[src/hw/ascr_pkg.sv]
// Constants and types for the serial configuration register block
package ascr_pkg;
  localparam int CFG_WIDTH = 12;
  localparam int FRAME_BITS = 16;
  localparam int PATTERN_BITS = 16;
  localparam int MUX_SWITCH_EDGE = 14;
  localparam int RESULT_BITS = 12;
  localparam int BIT_LOAD_GATE = 11;
  localparam int BIT_CYCLING = 10;
  localparam int BIT_UNUSED_HI = 9;
  localparam int BIT_CHAN_HI = 8;
  localparam int BIT_CHAN_LO = 6;
  localparam int BIT_POWER_HI = 5;
  localparam int BIT_POWER_LO = 4;
  localparam int BIT_PATTERN_SEL = 3;
  localparam int BIT_UNUSED_LO = 2;
  localparam int BIT_RANGE = 1;
  localparam int BIT_CODING = 0;
  localparam logic [11:0] CFG_RESET = 12'h030;
  localparam logic [15:0] PATTERN_RESET = 16'h0000;
  localparam logic [4:0] EDGE_COUNT_RESET = 5'h00;
  localparam logic [3:0] SEQ_INDEX_RESET = 4'h0;

  typedef enum logic [1:0] {
    ASCR_PWR_INVALID = 2'b00,
    ASCR_PWR_AUTO = 2'b01,
    ASCR_PWR_SHUTDOWN = 2'b10,
    ASCR_PWR_NORMAL = 2'b11
  } ascr_power_type;

  typedef enum logic [1:0] {
    ASCR_SEQ_OFF = 2'b00,
    ASCR_SEQ_PATTERN = 2'b01,
    ASCR_SEQ_KEEP = 2'b10,
    ASCR_SEQ_RANGE = 2'b11
  } ascr_seq_type;

  typedef enum logic [1:0] {
    ASCR_ST_IDLE = 2'b00,
    ASCR_ST_FRAME = 2'b01,
    ASCR_ST_DONE = 2'b10
  } ascr_state_type;
endpackage

[src/hw/ascr_link_if.sv]
// Synchronised serial link signals shared between the block's modules
`timescale 1ns/1ps
interface ascr_link_if;
  logic sclk_fall;
  logic frame_active;
  logic frame_start;
  logic frame_end;
  logic data_bit;
  modport sync (output sclk_fall, output frame_active, output frame_start, output frame_end, output data_bit);
  modport core (input sclk_fall, input frame_active, input frame_start, input frame_end, input data_bit);
endinterface

[src/hw/ascr_sync.sv]
// Pin synchroniser and edge finder for the serial link
`timescale 1ns/1ps
module ascr_sync
  import ascr_pkg::*;
(
  input wire logic sys_clk,
  input wire logic reset,
  input wire logic sclk_pin,
  input wire logic cs_n_pin,
  input wire logic din_pin,
  ascr_link_if.sync link
);
  logic [2:0] meta_d, meta_q, stage_d, stage_q, prev_d, prev_q;

  always_comb begin
    meta_d = {sclk_pin, cs_n_pin, din_pin};
    stage_d = meta_q;
    prev_d = stage_q;
  end

  always_ff @(posedge sys_clk or posedge reset) begin
    if (reset) begin
      meta_q <= 3'h6;
      stage_q <= 3'h6;
      prev_q <= 3'h6;
    end else begin
      meta_q <= meta_d;
      stage_q <= stage_d;
      prev_q <= prev_d;
    end
  end

  assign link.sclk_fall = prev_q[2] & ~stage_q[2] & ~stage_q[1];
  assign link.frame_active = ~stage_q[1];
  assign link.frame_start = prev_q[1] & ~stage_q[1];
  assign link.frame_end = ~prev_q[1] & stage_q[1];
  assign link.data_bit = stage_q[0];
endmodule

[src/hw/ascr_core.sv]
// Configuration register, pattern register and channel sequencer of the converter
`timescale 1ns/1ps
// Function
// Twelve-bit configuration register, written by host, never readable back.
// Data input sampled on every falling serial clock edge during a frame; the code samples only the first sixteen.
// New configuration applies to the next conversion only.
// Host gives sixteen serial clocks per frame with select low.
// Only the first twelve falling edges after select falls are loaded.
// First bit is bit 11, then descending to bit 0.
// Bit 11 high loads the rest; low keeps the register unchanged.
// Bits 8..6 pick next channel or last channel of a sequence.
// Multiplexer switches channel on the fourteenth falling edge.
// Output frame carries channel number ahead of twelve result bits; the code has no output frame, only the channel number on result_channel.
// Bits 10 and 3 pick sequencer mode and pattern-register write.
// Bit 1 picks input range: zero twice reference, one reference.
// Bit 0 picks coding: zero twos complement, one straight binary.
// Bits 5 and 4 decode normal, shutdown, auto shutdown or forbidden.
// Power bits 11 keep the device fully powered always.
// Power bits 10 power down, keep register, until rewritten.
// Power bits 01 shut down after each conversion that updated register.
// Host waits one microsecond wake-up in auto shutdown.
// Host never writes power bits 00.
// Sequencer bits 00: each conversion uses channel from previous write.
// Sequencer bits 01: next frame loads sixteen-bit channel pattern.
// Sequencer bits 11: cycle from channel zero to channel field.
// Bits 9 and 2 are ignored.
module ascr_core
  import ascr_pkg::*;
(
  input wire logic sys_clk,
  input wire logic reset,
  input wire logic sclk_pin,
  input wire logic cs_n_pin,
  input wire logic din_pin,
  output logic [2:0] mux_channel,
  output logic [2:0] result_channel,
  output logic range_ref_only,
  output logic straight_binary,
  output logic powered_down,
  output logic sequencing,
  output logic [15:0] channel_pattern
);
  ascr_link_if link ();

  ascr_sync u_sync (
    .sys_clk(sys_clk),
    .reset(reset),
    .sclk_pin(sclk_pin),
    .cs_n_pin(cs_n_pin),
    .din_pin(din_pin),
    .link(link)
  );

  logic [CFG_WIDTH-1:0] cfg_d, cfg_q;
  logic [PATTERN_BITS-1:0] shift_d, shift_q, pattern_d, pattern_q;
  logic [4:0] edge_d, edge_q;
  logic [3:0] seq_idx_d, seq_idx_q;
  logic [2:0] mux_d, mux_q, conv_d, conv_q;
  logic range_d, range_q, coding_d, coding_q, down_d, down_q, seqon_d, seqon_q;
  logic pat_next_d, pat_next_q, updated_d, updated_q;
  ascr_state_type state_d, state_q;
  ascr_power_type pwr;
  ascr_seq_type seq_mode;
  logic [CFG_WIDTH-1:0] word;
  logic [3:0] seq_try;
  logic found;

  assign pwr = ascr_power_type'(cfg_q[BIT_POWER_HI:BIT_POWER_LO]);
  assign seq_mode = ascr_seq_type'({cfg_q[BIT_CYCLING], cfg_q[BIT_PATTERN_SEL]});
  assign word = shift_q[PATTERN_BITS-1 -: CFG_WIDTH];

  always_comb begin
    state_d = state_q;
    edge_d = edge_q;
    shift_d = shift_q;
    cfg_d = cfg_q;
    pattern_d = pattern_q;
    pat_next_d = pat_next_q;
    updated_d = 1'b0;
    seq_idx_d = seq_idx_q;
    mux_d = mux_q;
    conv_d = conv_q;
    range_d = range_q;
    coding_d = coding_q;
    down_d = down_q;
    seqon_d = seqon_q;
    seq_try = seq_idx_q;
    found = 1'b0;
    unique case (state_q)
      ASCR_ST_IDLE: begin
        if (link.frame_start) begin
          state_d = ASCR_ST_FRAME;
          edge_d = EDGE_COUNT_RESET;
          conv_d = mux_q;
        end
      end
      ASCR_ST_FRAME: begin
        if (link.sclk_fall && edge_q < 5'(FRAME_BITS)) begin
          // Sample each of the first sixteen falling edges
          edge_d = edge_q + 5'h01;
          // Shift in MSB first
          shift_d = {shift_q[PATTERN_BITS-2:0], link.data_bit};
          // Mux follows on fourteenth edge
          if (edge_q == 5'(MUX_SWITCH_EDGE - 1) && !down_q) begin
            // Channel field picks next input
            mux_d = cfg_q[BIT_CHAN_HI:BIT_CHAN_LO];
            if (seqon_q) begin
              for (int k = 0; k < PATTERN_BITS; k++) begin
                if (!found) begin
                  seq_try = 4'(seq_idx_q + 4'(k));
                  if (seq_mode == ASCR_SEQ_RANGE || pat_next_q == 1'b0 && seq_mode == ASCR_SEQ_KEEP
                      && pattern_q == PATTERN_RESET) begin
                    // Consecutive channels from zero
                    seq_try = (conv_q >= cfg_q[BIT_CHAN_HI:BIT_CHAN_LO]) ? 4'h0 : 4'({1'b0, conv_q} + 4'h1);
                    found = 1'b1;
                  end else if (pattern_q[15 - seq_try]) begin
                    found = 1'b1;
                  end
                end
              end
              mux_d = seq_try[2:0];
              seq_idx_d = 4'(seq_try + 4'h1);
            end
          end
        end
        if (link.frame_end) begin
          state_d = ASCR_ST_DONE;
        end
      end
      ASCR_ST_DONE: begin
        state_d = ASCR_ST_IDLE;
        if (edge_q >= 5'(FRAME_BITS)) begin
          if (pat_next_q) begin
            // Frame loads channel pattern
            pattern_d = shift_q;
            pat_next_d = 1'b0;
            seqon_d = 1'b1;
            seq_idx_d = SEQ_INDEX_RESET;
          // Loaded word is first twelve bits
          end else if (shift_q[PATTERN_BITS-1]) begin
            // Load gate set, update the rest; bits 9 and 2 kept out
            cfg_d = word;
            cfg_d[BIT_UNUSED_HI] = 1'b0;
            cfg_d[BIT_UNUSED_LO] = 1'b0;
            updated_d = 1'b1;
            // Range and coding apply to the next conversion
            range_d = shift_q[4 + BIT_RANGE];
            coding_d = shift_q[4 + BIT_CODING];
            // Sequencer mode decode
            unique case (ascr_seq_type'({shift_q[4 + BIT_CYCLING], shift_q[4 + BIT_PATTERN_SEL]}))
              // Plain channel per write
              ASCR_SEQ_OFF: seqon_d = 1'b0;
              ASCR_SEQ_PATTERN: begin
                pat_next_d = 1'b1;
                seqon_d = 1'b0;
              end
              ASCR_SEQ_KEEP: seqon_d = seqon_q;
              ASCR_SEQ_RANGE: begin
                seqon_d = 1'b1;
                pattern_d = PATTERN_RESET;
              end
            endcase
            // Power decode
            unique case (ascr_power_type'(shift_q[4 + BIT_POWER_HI -: 2]))
              // Fully powered
              ASCR_PWR_NORMAL: down_d = 1'b0;
              // Stay down until rewritten
              ASCR_PWR_SHUTDOWN: down_d = 1'b1;
              // Down after an updating conversion
              ASCR_PWR_AUTO: down_d = 1'b1;
              ASCR_PWR_INVALID: down_d = down_q;
            endcase
          end else if (pwr == ASCR_PWR_AUTO) begin
            down_d = 1'b0;
          end
        end
      end
      default: state_d = ASCR_ST_IDLE;
    endcase
    if (pwr == ASCR_PWR_AUTO && link.frame_start && !updated_q) begin
      down_d = 1'b0;
    end
  end

  always_ff @(posedge sys_clk or posedge reset) begin
    if (reset) begin
      state_q <= ASCR_ST_IDLE;
      edge_q <= EDGE_COUNT_RESET;
      shift_q <= PATTERN_RESET;
      // Write-only register, no read path
      cfg_q <= CFG_RESET;
      pattern_q <= PATTERN_RESET;
      pat_next_q <= 1'b0;
      updated_q <= 1'b0;
      seq_idx_q <= SEQ_INDEX_RESET;
      mux_q <= 3'h0;
      conv_q <= 3'h0;
      range_q <= 1'b0;
      coding_q <= 1'b0;
      down_q <= 1'b0;
      seqon_q <= 1'b0;
    end else begin
      state_q <= state_d;
      edge_q <= edge_d;
      shift_q <= shift_d;
      cfg_q <= cfg_d;
      pattern_q <= pattern_d;
      pat_next_q <= pat_next_d;
      updated_q <= updated_d;
      seq_idx_q <= seq_idx_d;
      mux_q <= mux_d;
      conv_q <= conv_d;
      range_q <= range_d;
      coding_q <= coding_d;
      down_q <= down_d;
      seqon_q <= seqon_d;
    end
  end

  assign mux_channel = mux_q;
  // Channel tag of the converted input
  assign result_channel = conv_q;
  // Range for the next conversion
  assign range_ref_only = range_q;
  // Coding for the next conversion
  assign straight_binary = coding_q;
  assign powered_down = down_q;
  assign sequencing = seqon_q;
  assign channel_pattern = pattern_q;

  // Gate low keeps the register
  gate_low_keeps_a: assert property (@(posedge sys_clk) disable iff (reset)
    (state_q == ASCR_ST_DONE && !pat_next_q && !shift_q[15]) |=> cfg_q == $past(cfg_q))
    else $error("config changed with load gate low");
  // Ignored bits stay clear
  ignored_bits_a: assert property (@(posedge sys_clk) disable iff (reset)
    cfg_q[BIT_UNUSED_HI] == 1'b0 && cfg_q[BIT_UNUSED_LO] == 1'b0)
    else $error("ignored bit stored");
  // Mux moves only on fourteenth edge
  mux_switch_edge_a: assert property (@(posedge sys_clk) disable iff (reset)
    (mux_q != $past(mux_q)) |-> $past(edge_q) == 5'(MUX_SWITCH_EDGE - 1) && $past(link.sclk_fall))
    else $error("mux switched off the fourteenth edge");
  // Normal power stays up
  normal_power_a: assert property (@(posedge sys_clk) disable iff (reset)
    (updated_q && pwr == ASCR_PWR_NORMAL) |-> !down_q)
    else $error("powered down in normal mode");
  // Shutdown mode is down
  shutdown_power_a: assert property (@(posedge sys_clk) disable iff (reset)
    (updated_q && pwr == ASCR_PWR_SHUTDOWN) |-> down_q [*2])
    else $error("shutdown not held");
  // Short frame loads nothing
  short_frame_a: assert property (@(posedge sys_clk) disable iff (reset)
    (state_q == ASCR_ST_DONE && edge_q < 5'(FRAME_BITS)) |=> $stable(cfg_q) && $stable(pattern_q))
    else $error("short frame loaded");
  // Range follows the stored word
  range_follows_a: assert property (@(posedge sys_clk) disable iff (reset)
    updated_q |-> range_q == cfg_q[BIT_RANGE] && coding_q == cfg_q[BIT_CODING])
    else $error("range or coding not taken from word");
  // Pattern write follows pattern select
  pattern_load_a: assert property (@(posedge sys_clk) disable iff (reset)
    (state_q == ASCR_ST_DONE && pat_next_q && edge_q >= 5'(FRAME_BITS)) |=> pattern_q == $past(shift_q) && seqon_q)
    else $error("pattern not loaded");
endmodule

[config.mk]
export PLATFORM = sky130hd
export DESIGN_NAME = ascr_core
export DESIGN_NICKNAME = d
export VERILOG_FILES = /design/src/hw/ascr_pkg.sv /design/src/hw/ascr_link_if.sv /design/src/hw/ascr_sync.sv /design/src/hw/ascr_core.sv
export SDC_FILE = /design/constraint.sdc
export NUM_CORES = 1
export LEC_CHECK = 0
export BUFFER_PORTS_ARGS = -buffer_cell sky130_fd_sc_hd__buf_2
export CAP_MARGIN = 20
export CORE_MARGIN = 8
export CORE_UTILIZATION = 45
export CTS_CLUSTER_DIAMETER = 50
export CTS_CLUSTER_SIZE = 8
export DETAILED_ROUTE_END_ITERATION = 10
export PLACE_DENSITY = 0.63
export SYNTH_ARGS = -nofsm -noshare
export SYNTH_HDL_FRONTEND = slang
export SYNTH_SLANG_ARGS = --single-unit
[constraint.sdc]
create_clock -name sys_clk -period 4.2 [get_ports sys_clk]
set_input_delay 0.21 -clock sys_clk [delete_from_list [all_inputs] [get_ports sys_clk]]
set_output_delay 0.21 -clock sys_clk [all_outputs]
set_load 0.03 [all_outputs]
==> Word level (Yosys, flattened, before mapping) <==
Index checks and enable logic that the tools add are counted.
{ "totals": {"reg_bits": 73, "elab_cells": 334, "in_bits": 5} }
{ "classes": {"mux": 203, "n_addsub": 33, "eq_ne": 22, "n_reduce_logical": 33, "bitwise_logic": 8, "n_lt_le_gt_ge": 18} }
{ "ops": {"columns": ["cell", "count"], "rows": [
  ["< comparator 32 x 5 -> 1 bit (second input constant)", 15],
  ["2-to-1 mux 4 bit", 41],
  ["2-to-1 mux 1 bit", 134],
  ["subtractor 4 x 4 -> 5 bit (first input constant)", 15],
  ["binary-select mux 1 bit (select 4 bit)", 15],
  ["2-to-1 mux 16 bit", 3],
  ["adder 4 bit (second input constant)", 8],
  ["adder 4 x 3 -> 4 bit (second input constant)", 4],
  ["zero test 16 bit", 1],
  ["inequality test 2 bit (second input constant)", 8],
  ["equality test 2 bit (second input constant)", 7],
  ["AND reduction 4 bit", 3],
  ["nonzero test 2 bit", 6],
  ["2-to-1 mux 5 bit", 2],
  ["case mux 5 bit (2 select lines)", 1],
  ["adder 4 x 1 -> 4 bit (second input constant)", 2],
  ["adder 4 x 2 -> 4 bit (second input constant)", 2],
  ["equality test 2 x 1 -> 1 bit (second input constant)", 4],
  ["case mux 4 bit (2 select lines)", 1],
  ["AND reduction 2 bit", 4],
  ["logical AND 1 bit", 6],
  ["zero test 2 bit", 3],
  ["AND reduction 3 bit", 2],
  ["AND reduction 6 bit", 1],
  ["19 further kinds", 29]
]} }

==> Logic depth before layout (Yosys ltp) <==
Gate-level depths: netlist (run 1).
{ "depth": {"depth_word": 89, "mapped_depth": 20} }

==> Cells and area by module <==
A second synthesis (run 1) with hierarchy kept.
{ "hier_totals": {"cells_unflattened": 486, "area_unflattened_um2": 5113.7} }
{ "by_module_without_submodules": {"columns": ["mod", "seq_area_each_um2", "instances", "area_each_um2", "cells_per_inst"], "rows": [
  ["ascr_core", 1554.0, 1, 4870.9, 473],
  ["ascr_sync", 207.7, 1, 242.7, 13]
]} }

==> Least setup slack after synthesis (run 1) <==
Ideal clock, no wire load.
{ "synth_timing": {"path_type": "reg2reg", "startpoint": "register seq_idx_q[1]", "endpoint": "register mux_q[0], in the netlist mux_channel[0]", "setup_time_ns": 0.125, "path_buffers": 3, "path_slack_ns": -0.067, "arrival_ns": 4.142, "path_stages_with_launch": 16, "cell_sequence": "dfrtp_1 -> buf_6 -> buf_6 -> buf_2 -> inv_1 -> ha_1 -> xnor2_1 -> mux4_2 -> a22oi_1 -> o211ai_2 -> nor3_4 -> a211oi_1 -> mux2_2 -> or3_4 -> mux2_2 -> mux2_4"} }
{ "synth_between": {"elab_chain_cells": 85, "elab_cells_between_ends": 183, "classes_between": "add/sub (29); mux (154)"} }
{ "synth_lines": {"columns": ["element", "line", "rtl"], "rows": [
  ["from (decl)", "ascr_core.sv:57", "logic [3:0] seq_idx_d, seq_idx_q;"],
  ["from (signal assigned)", "ascr_core.sv:210", "seq_idx_q <= seq_idx_d;"],
  ["subtractor 4 x 4 -> 5 bit", "ascr_core.sv:116", "end else if (pattern_q[15 - seq_try]) begin"],
  ["binary-select mux 1 bit (select 4 bit)", "ascr_core.sv:116", null],
  ["2-to-1 mux 1 bit (implied by the code)", "ascr_core.sv:116", null],
  ["2-to-1 mux 1 bit", "ascr_core.sv:116", null],
  ["2-to-1 mux 1 bit", "ascr_core.sv:111", "if (seq_mode == ASCR_SEQ_RANGE || pat_next_q == 1'b0 && seq_mode == ASCR_SEQ_KEEP"],
  ["2-to-1 mux 1 bit", "ascr_core.sv:107", "if (seqon_q) begin"],
  ["2-to-1 mux 1 bit", "ascr_core.sv:104", "if (edge_q == 5'(MUX_SWITCH_EDGE - 1) && !down_q) begin"],
  ["2-to-1 mux 1 bit", "ascr_core.sv:98", "if (link.sclk_fall && edge_q < 5'(FRAME_BITS)) begin"],
  ["(+69 left out)", null, null],
  ["2-to-1 mux 1 bit", "ascr_core.sv:98", null],
  ["2-to-1 mux 1 bit", "ascr_core.sv:89", "unique case (state_q)"],
  ["2-to-1 mux 4 bit (*)", "ascr_core.sv:109", "if (!found) begin"],
  ["2-to-1 mux 4 bit (*)", "ascr_core.sv:107", null],
  ["2-to-1 mux 4 bit (*)", "ascr_core.sv:104", null],
  ["2-to-1 mux 4 bit (*)", "ascr_core.sv:98", null],
  ["2-to-1 mux 4 bit (*)", "ascr_core.sv:89", null],
  ["2-to-1 mux 3 bit (*)", "ascr_core.sv:107", null],
  ["to (signal assigned)", "ascr_core.sv:211", "mux_q <= mux_d;"],
  ["to (decl)", "ascr_core.sv:58", "logic [2:0] mux_d, mux_q, conv_d, conv_q;"]
]} }
Every way passes the cells marked *; elsewhere a longest branch is shown, timed or not. The select of a mux whose other input is x is not followed.
A chain may end at the register's enable or synchronous reset.

==> Worst setup path in the final report (run 1) <==
Same ends and word-level chain as after synthesis.

==> summary.md, run 1 <==
| Metric | Value |
|---|---|
| Status | complete, no violations |
| CTS tree | done |
| Top post-synthesis cells by area | dfrtp_1 29%, mux2i_1 6.8%, mux4_2 6.8%, nand2_1 6.3%, dfstp_2 4.0% |
| Critical Path RT | 4.41 ns |
| Num ports | 31 |
| Post-synth net total | 578 |
| Final clock skew | 0.00724 ns |
| Worst Max-Slew Pin Slew | 1.02 ns |
| Max Clk Rate | 247 MHz |
| Post-DRT Antenna Nets | 0 |
| Worst-skew pair later-pin latency | 0.33 ns |
| Worst VDD drop | 0.309 mV |
| Gr usage total | 0.197 |
| Number of unique standard cell types used by synthesis | 75 |
| Routed wire per std cell | 19.9 um |
| Worst rel slew slack | 0.312 |
| Initial antenna violation count | 0 |
| Post-synthesis sequential area ratio | 0.335 |
| Yosys top cell area share | 0.295 |
| Core ar. | 11400 um2 |
| Pin count of the biggest net entering global routing | 44 |
| Max_cap viols | 0 |
| Number of global-route vias before repair | 4638 |
| Worst-case reg-to-reg path depth | 14 |
| M3 GR Usage | 0.0295 |
| Max FO, Critical Path | 10 |
| I/O Buffers | 30 |
| Mean Syn Cell Area | 9.45 um2 |
| Rows | 39 |
| Placer Congestion | 0.997 |
| Die Width | 124 um |
| Crit. End Element | register |
| Hpwl dp | 10.7 mm |
| Clock slew at reported path FFs | 0.06 ns |
| Final net count | 618 |
| Diode count | 0 |
| Worst path arrival time | 4.26 ns |
| Fin. max-slew vios | 0 |
| Area of the multi-input gates | 3290 um2 |
| FF/Latch Area | 1760 um2 |
| Synth area leader | dfrtp_1 |
| DR pass1 iterations | 5 |
| Mapped Area | 5260 um2 |
| Vias | 4654 |
| Critical path startpoint category | register |
| Clock Sinks | 70 |
| Starting Density | 0.461 |
| Total gr overflow | 0 |
| # DRC | 0 |
| Layout cell share with drive strength beyond 1 | 0.214 |
| Grt met2 use | 0.318 |
| Yosys warning count | 0 |
| Number of DRC markers in iteration 0 | 408 |
| Syn Inst Count | 557 |
| PnR worst setup slack | 0.159 ns |
| Yosys reg bits | 70 |
| Post-synth EDFFs | 0 |
| Vias per cell | 6.25 |
| Fin crit period | 4.04 ns |
| Hold Path Depth | 0 |
| CP Class | register to register |
| Fill count | 1075 |
| Die Y | 124 um |
| Area grow syn2layout | 15.5% |
| WL final | 14.8 mm |
| Hold Path Class | register to register |
| Total CTS buffers | 9 |
| Die ar. | 15400 um2 |
| PD cells | 284 nW/um2 |
| Final Hold Fails | 0 |
| Fraction of registers with async set/reset | 1.00 |
| Pre-CTS WS | 0.196 ns |
| Met1 GRT Util | 0.254 |
| Ys flop type | dfrtp_1 |
| First-pass GRT wire length | 23.8 mm |
| GRT busiest layer | met2 |
| # H-tree levels | 3 |
| Setup tns final | 0 ns |
| Leakage | 2.71 nW |
| Clk buf depth | 2 |
| Clock Tree Root | clkbuf_16 |
| Tcrit/Tclk final | 0.962 |
| Final setup fails | 0 |
sequential cells by signal, summed over array words and instances (netlist names), 3 cells and up:
signal	flops
channel_pattern	16
shift_q	16
cfg_q	9
edge_q	5
seq_idx_q	4
mux_channel	3
result_channel	3
u_sync.meta_q	3
u_sync.prev_d	3
path summary, 6_finish.rpt:
check | endpoint | slack, ns | startpoint
setup reg to reg | mux_channel[0] | 0.16 | seq_idx_q[1]
min in group asynchronous | shift_q[6] | 0.48 | reset
max in group asynchronous | u_sync.meta_q[1] | 2.77 | reset
hold / removal | u_sync.prev_d[2] | 0.36 | u_sync.meta_q[2]
hold reg to reg | u_sync.prev_d[2] | 0.36 | u_sync.meta_q[2]
setup / recovery | mux_channel[0] | 0.16 | seq_idx_q[1]
routing by layer:
metal | share of wire | vias up
met4 | 0.032 | 0
met2 | 0.48 | 189
met1 | 0.44 | 2261
met5 | 0 | -
met3 | 0.052 | 42
li1 | - | 2162
cell usage in the layout (no fill, tap or decap), types with 13 or more instances in the layout:
master   instances
mux2i_1         36
mux2_2          13
a21oi_1         25
mux4_2          16
inv_1           17
dfrtp_1         62
buf_4           25
nand2_1         89
a22o_1          19
nand3_1         15
nor2_1          26
ha_1            15
o21ai_0         30
buf_2           30
Yosys cell counts (all sizes together) (11+ instances only):
cell,number
nand2,89
dfrtp,62
mux2i,38
o21ai,34
nor2,27
a21oi,25
mux2,21
a22o,19
inv,18
clkbuf,17
ha,16
mux4,16
nand3,15
buf,14
nor3,11
xor2,11
where the power goes:
group | internal, mW | leakage [nW] | switching [mW]
combinational | 0.0172 | 1.58 | 0.0357
clock | 0.673 | 0.186 | 0.279
sequential | 0.700 | 0.939 | 0.0207
layout make-up:
| cell class | count | share of cell area |
|---|---|---|
| clock inverter | 5 | 0.0212 |
| inverter | 19 | 0.0117 |
| timing repair buffer | 60 | 0.0654 |
| tap | 143 | 0.0294 |
| clock buffer | 11 | 0.0416 |
| sequential | 70 | 0.290 |
| multi-input combinational | 437 | 0.541 |
logic make-up after synthesis:
family | Yosys count | share of synthesized area
flops | 70 | 0.335
simple gates | 190 | 0.176
mux | 75 | 0.192
fa+ha+maj | 16 | 0.0380
buf+inv | 50 | 0.0445
xor+xnor | 19 | 0.0352
compound gates | 137 | 0.180
metrics by stage:
| stage | hold slack, ns | power [mW] | area (um2) | util | instances |
|---|---|---|---|---|---|
| global placement | 0.294 | 0.778 | 5630 | 0.493 | 721 |
| finish | 0.355 | 1.73 | 6080 | 0.533 | 745 |
| floorplan | 0.214 | 0.763 | 5280 | - | 557 |
| global route | 0.358 | 1.78 | 6080 | 0.533 | 745 |
| CTS | 0.357 | 1.74 | 6050 | 0.530 | 741 |
| detailed placement | 0.298 | 0.782 | 5630 | 0.493 | 721 |
timing repair:
action                     in CTS  in global routing
resized for setup               0                  1
setup buffers                   0                  3
hold endpoints to repair       30                  0
setup endpoints to repair       0                  3
hold buffers                    4                  0
critical path: stages (launching register included):
cell	delay (ns)
dfrtp_1	0.39
inv_1	0.08
ha_2	0.48
buf_4	0.24
mux2_2	0.37
or3_1	0.35
o2111ai_2	0.13
nand4_4	0.19
nor3_4	0.29
buf_4	0.17
a211oi_1	0.06
mux2_2	0.28
or3_4	0.39
mux2_2	0.27
mux2_4	0.25
No activity file was read; power rests on OpenSTA's default activity.
==> inputs of run 2 (changes only) <==
- PLACE_DENSITY: 0.63 -> 0.6
- clock period: 4.2 -> 4.5 ns (I/O delays scaled with it)
==> summary.md, run 2 (synthesis gave the netlist of run 1 again) <==
| Metric | Value |
|---|---|
| Worst rel slew slack | 0.419 |
| Most common cell after layout, fill and taps aside | nand2_1 |
| CTS tree | done |
| # DRC | 0 |
| Layout Cells excl Fill | 738 |
| Clock Tree Root | clkbuf_16 |
| DR pass1 iterations | 5 |
| Total CTS buffers | 9 |
| Die Y | 124 um |
| Fill count | 1078 |
| Worst VDD drop | 0.353 mV |
| Worst-skew pair later-pin latency | 0.33 ns |
| Max Clk Rate | 250 MHz |
| Met1 Routed Length | 6.70 mm |
| Area of the multi-input gates | 3270 um2 |
| Final Hold Fails | 0 |
| Crit. End Element | register |
| Final setup fails | 0 |
| # H-tree levels | 3 |
| Pin count of the biggest net entering global routing | 71 |
| FF/Latch Area | 1760 um2 |
| Critical Path RT | 4.72 ns |
| Reg2reg setup slack | 0.50 ns |
| Max layer used | met4 |
| Layout cell share with drive strength beyond 1 | 0.200 |
| Total gr overflow | 0 |
| Worst path arrival time | 4.22 ns |
| Worst Max-Slew Pin Slew | 0.865 ns |
| Max_cap viols | 0 |
| Area grow syn2layout | 12.2% |
| Clock Sinks | 70 |
| I/O Buffers | 30 |
| Status | complete, no violations |
| Routed wire per std cell | 20.2 um |
| First-pass GRT wire length | 24.4 mm |
| Die ar. | 15400 um2 |
| WL met3 | 614 um |
| CP Class | register to register |
| Hpwl dp | 11.1 mm |
| PD cells | 234 nW/um2 |
| Post-DRT Antenna Nets | 0 |
| Final clock skew | 0.00712 ns |
| Resize count post-CTS | 0 |
| Post-layout util | 0.517 |
| RSZ-0062 raised after global routing | false |
| Placer Congestion | 0.962 |
| Vias | 4556 |
| WL final | 14.9 mm |
| Rows | 39 |
| Number of DRC markers in iteration 0 | 349 |
| Fin crit period | 4.00 ns |
| Max FO, Critical Path | 12 |
| Hold Path Class | primary input to asynchronous set/reset pin |
| Most frequent cells in the layout | 89 x nand2_1, 62 x dfrtp_1, 36 x mux2i_1 |
| Final net count | 611 |
| Initial antenna violation count | 0 |
| Core ar. | 11400 um2 |
| Met2 wire length | 7.12 mm |
| Die Width | 124 um |
| Leakage | 2.62 nW |
| Tcrit/Tclk final | 0.889 |
| Clk buf depth | 2 |
| Number of global-route vias before repair | 4480 |
| Diode count | 0 |
| Setup tns final | 0 ns |
| Fin Hold WS | 0.152 ns |
| Fin. max-slew vios | 0 |
| Vias per cell | 6.17 |
| Placed cells | 718 |
| Gr usage total | 0.204 |
| Critical path startpoint category | register |
| Tot Pwr | 1.38 mW |
| Clock slew at reported path FFs | 0.06 ns |
| Num ports | 31 |
| Starting Density | 0.461 |
-- run 2: final timing paths --
path / startpoint / to / depth (start not counted)
setup / recovery: seq_idx_q[0] / mux_channel[0] / 13
hold / removal: reset / cfg_q[1] / 3
setup reg to reg: seq_idx_q[0] / mux_channel[0] / 13
hold reg to reg: u_sync.meta_q[0] / u_sync.prev_d[0] / 0
max in group asynchronous: reset / edge_q[2] / 3
min in group sys_clk: u_sync.meta_q[0] / u_sync.prev_d[0] / 0
-- run 2: routing by layer --
metal / global-route usage / up-vias
li1: - / 2150
met1: 0.263 / 2225
met2: 0.333 / 147
met3: 0.0304 / 34
met4: 0.0900 / 0
met5: 0 / -
-- run 2: layout make-up --
cell class | instances | share of cell area
clock inverters | 3 | 0.00297
repair buffers | 53 | 0.0560
well taps | 143 | 0.0303
clock buffers | 13 | 0.0458
flip-flops and latches | 70 | 0.298
multi-input cells | 437 | 0.554
inverters | 19 | 0.0121
-- run 2: repair_timing --
action / CTS / global route
hold endpoints to repair: 3 / 0
hold buffers: 3 / 0
buffers inserted: 0 / 0
-- run 2: worst max-delay path: stages, from the launching register on --
cell and delay (ns):
dfrtp_1 0.36, inv_1 0.07, ha_1 0.61, buf_4 0.26, mux2i_1 0.32, nand2_1 0.12, o221ai_1 0.20, o22ai_1 0.20
and4bb_1 0.44, a211oi_1 0.11, mux2_2 0.28, or3_4 0.39, mux2_2 0.27, mux2_4 0.25
-- run 2: report_power, final --
part / switching (mW) / leakage, nW / total [mW] / internal (mW)
Combinational: 0.0311 / 1.54 / 0.0464 / 0.0153
Clock: 0.243 / 0.142 / 0.658 / 0.416
Sequential: 0.0214 / 0.939 / 0.675 / 0.654
Total: 0.295 / 2.62 / 1.38 / 1.08
-- run 2: metrics by stage --
step	setup slack [ns]	cell area (um2)
after CTS	0.516	5900
final	0.501	5900
after detailed placement	0.523	5580
after global placement	0.634	5580
after global routing	0.222	5900
after floorplan	0.233	5260
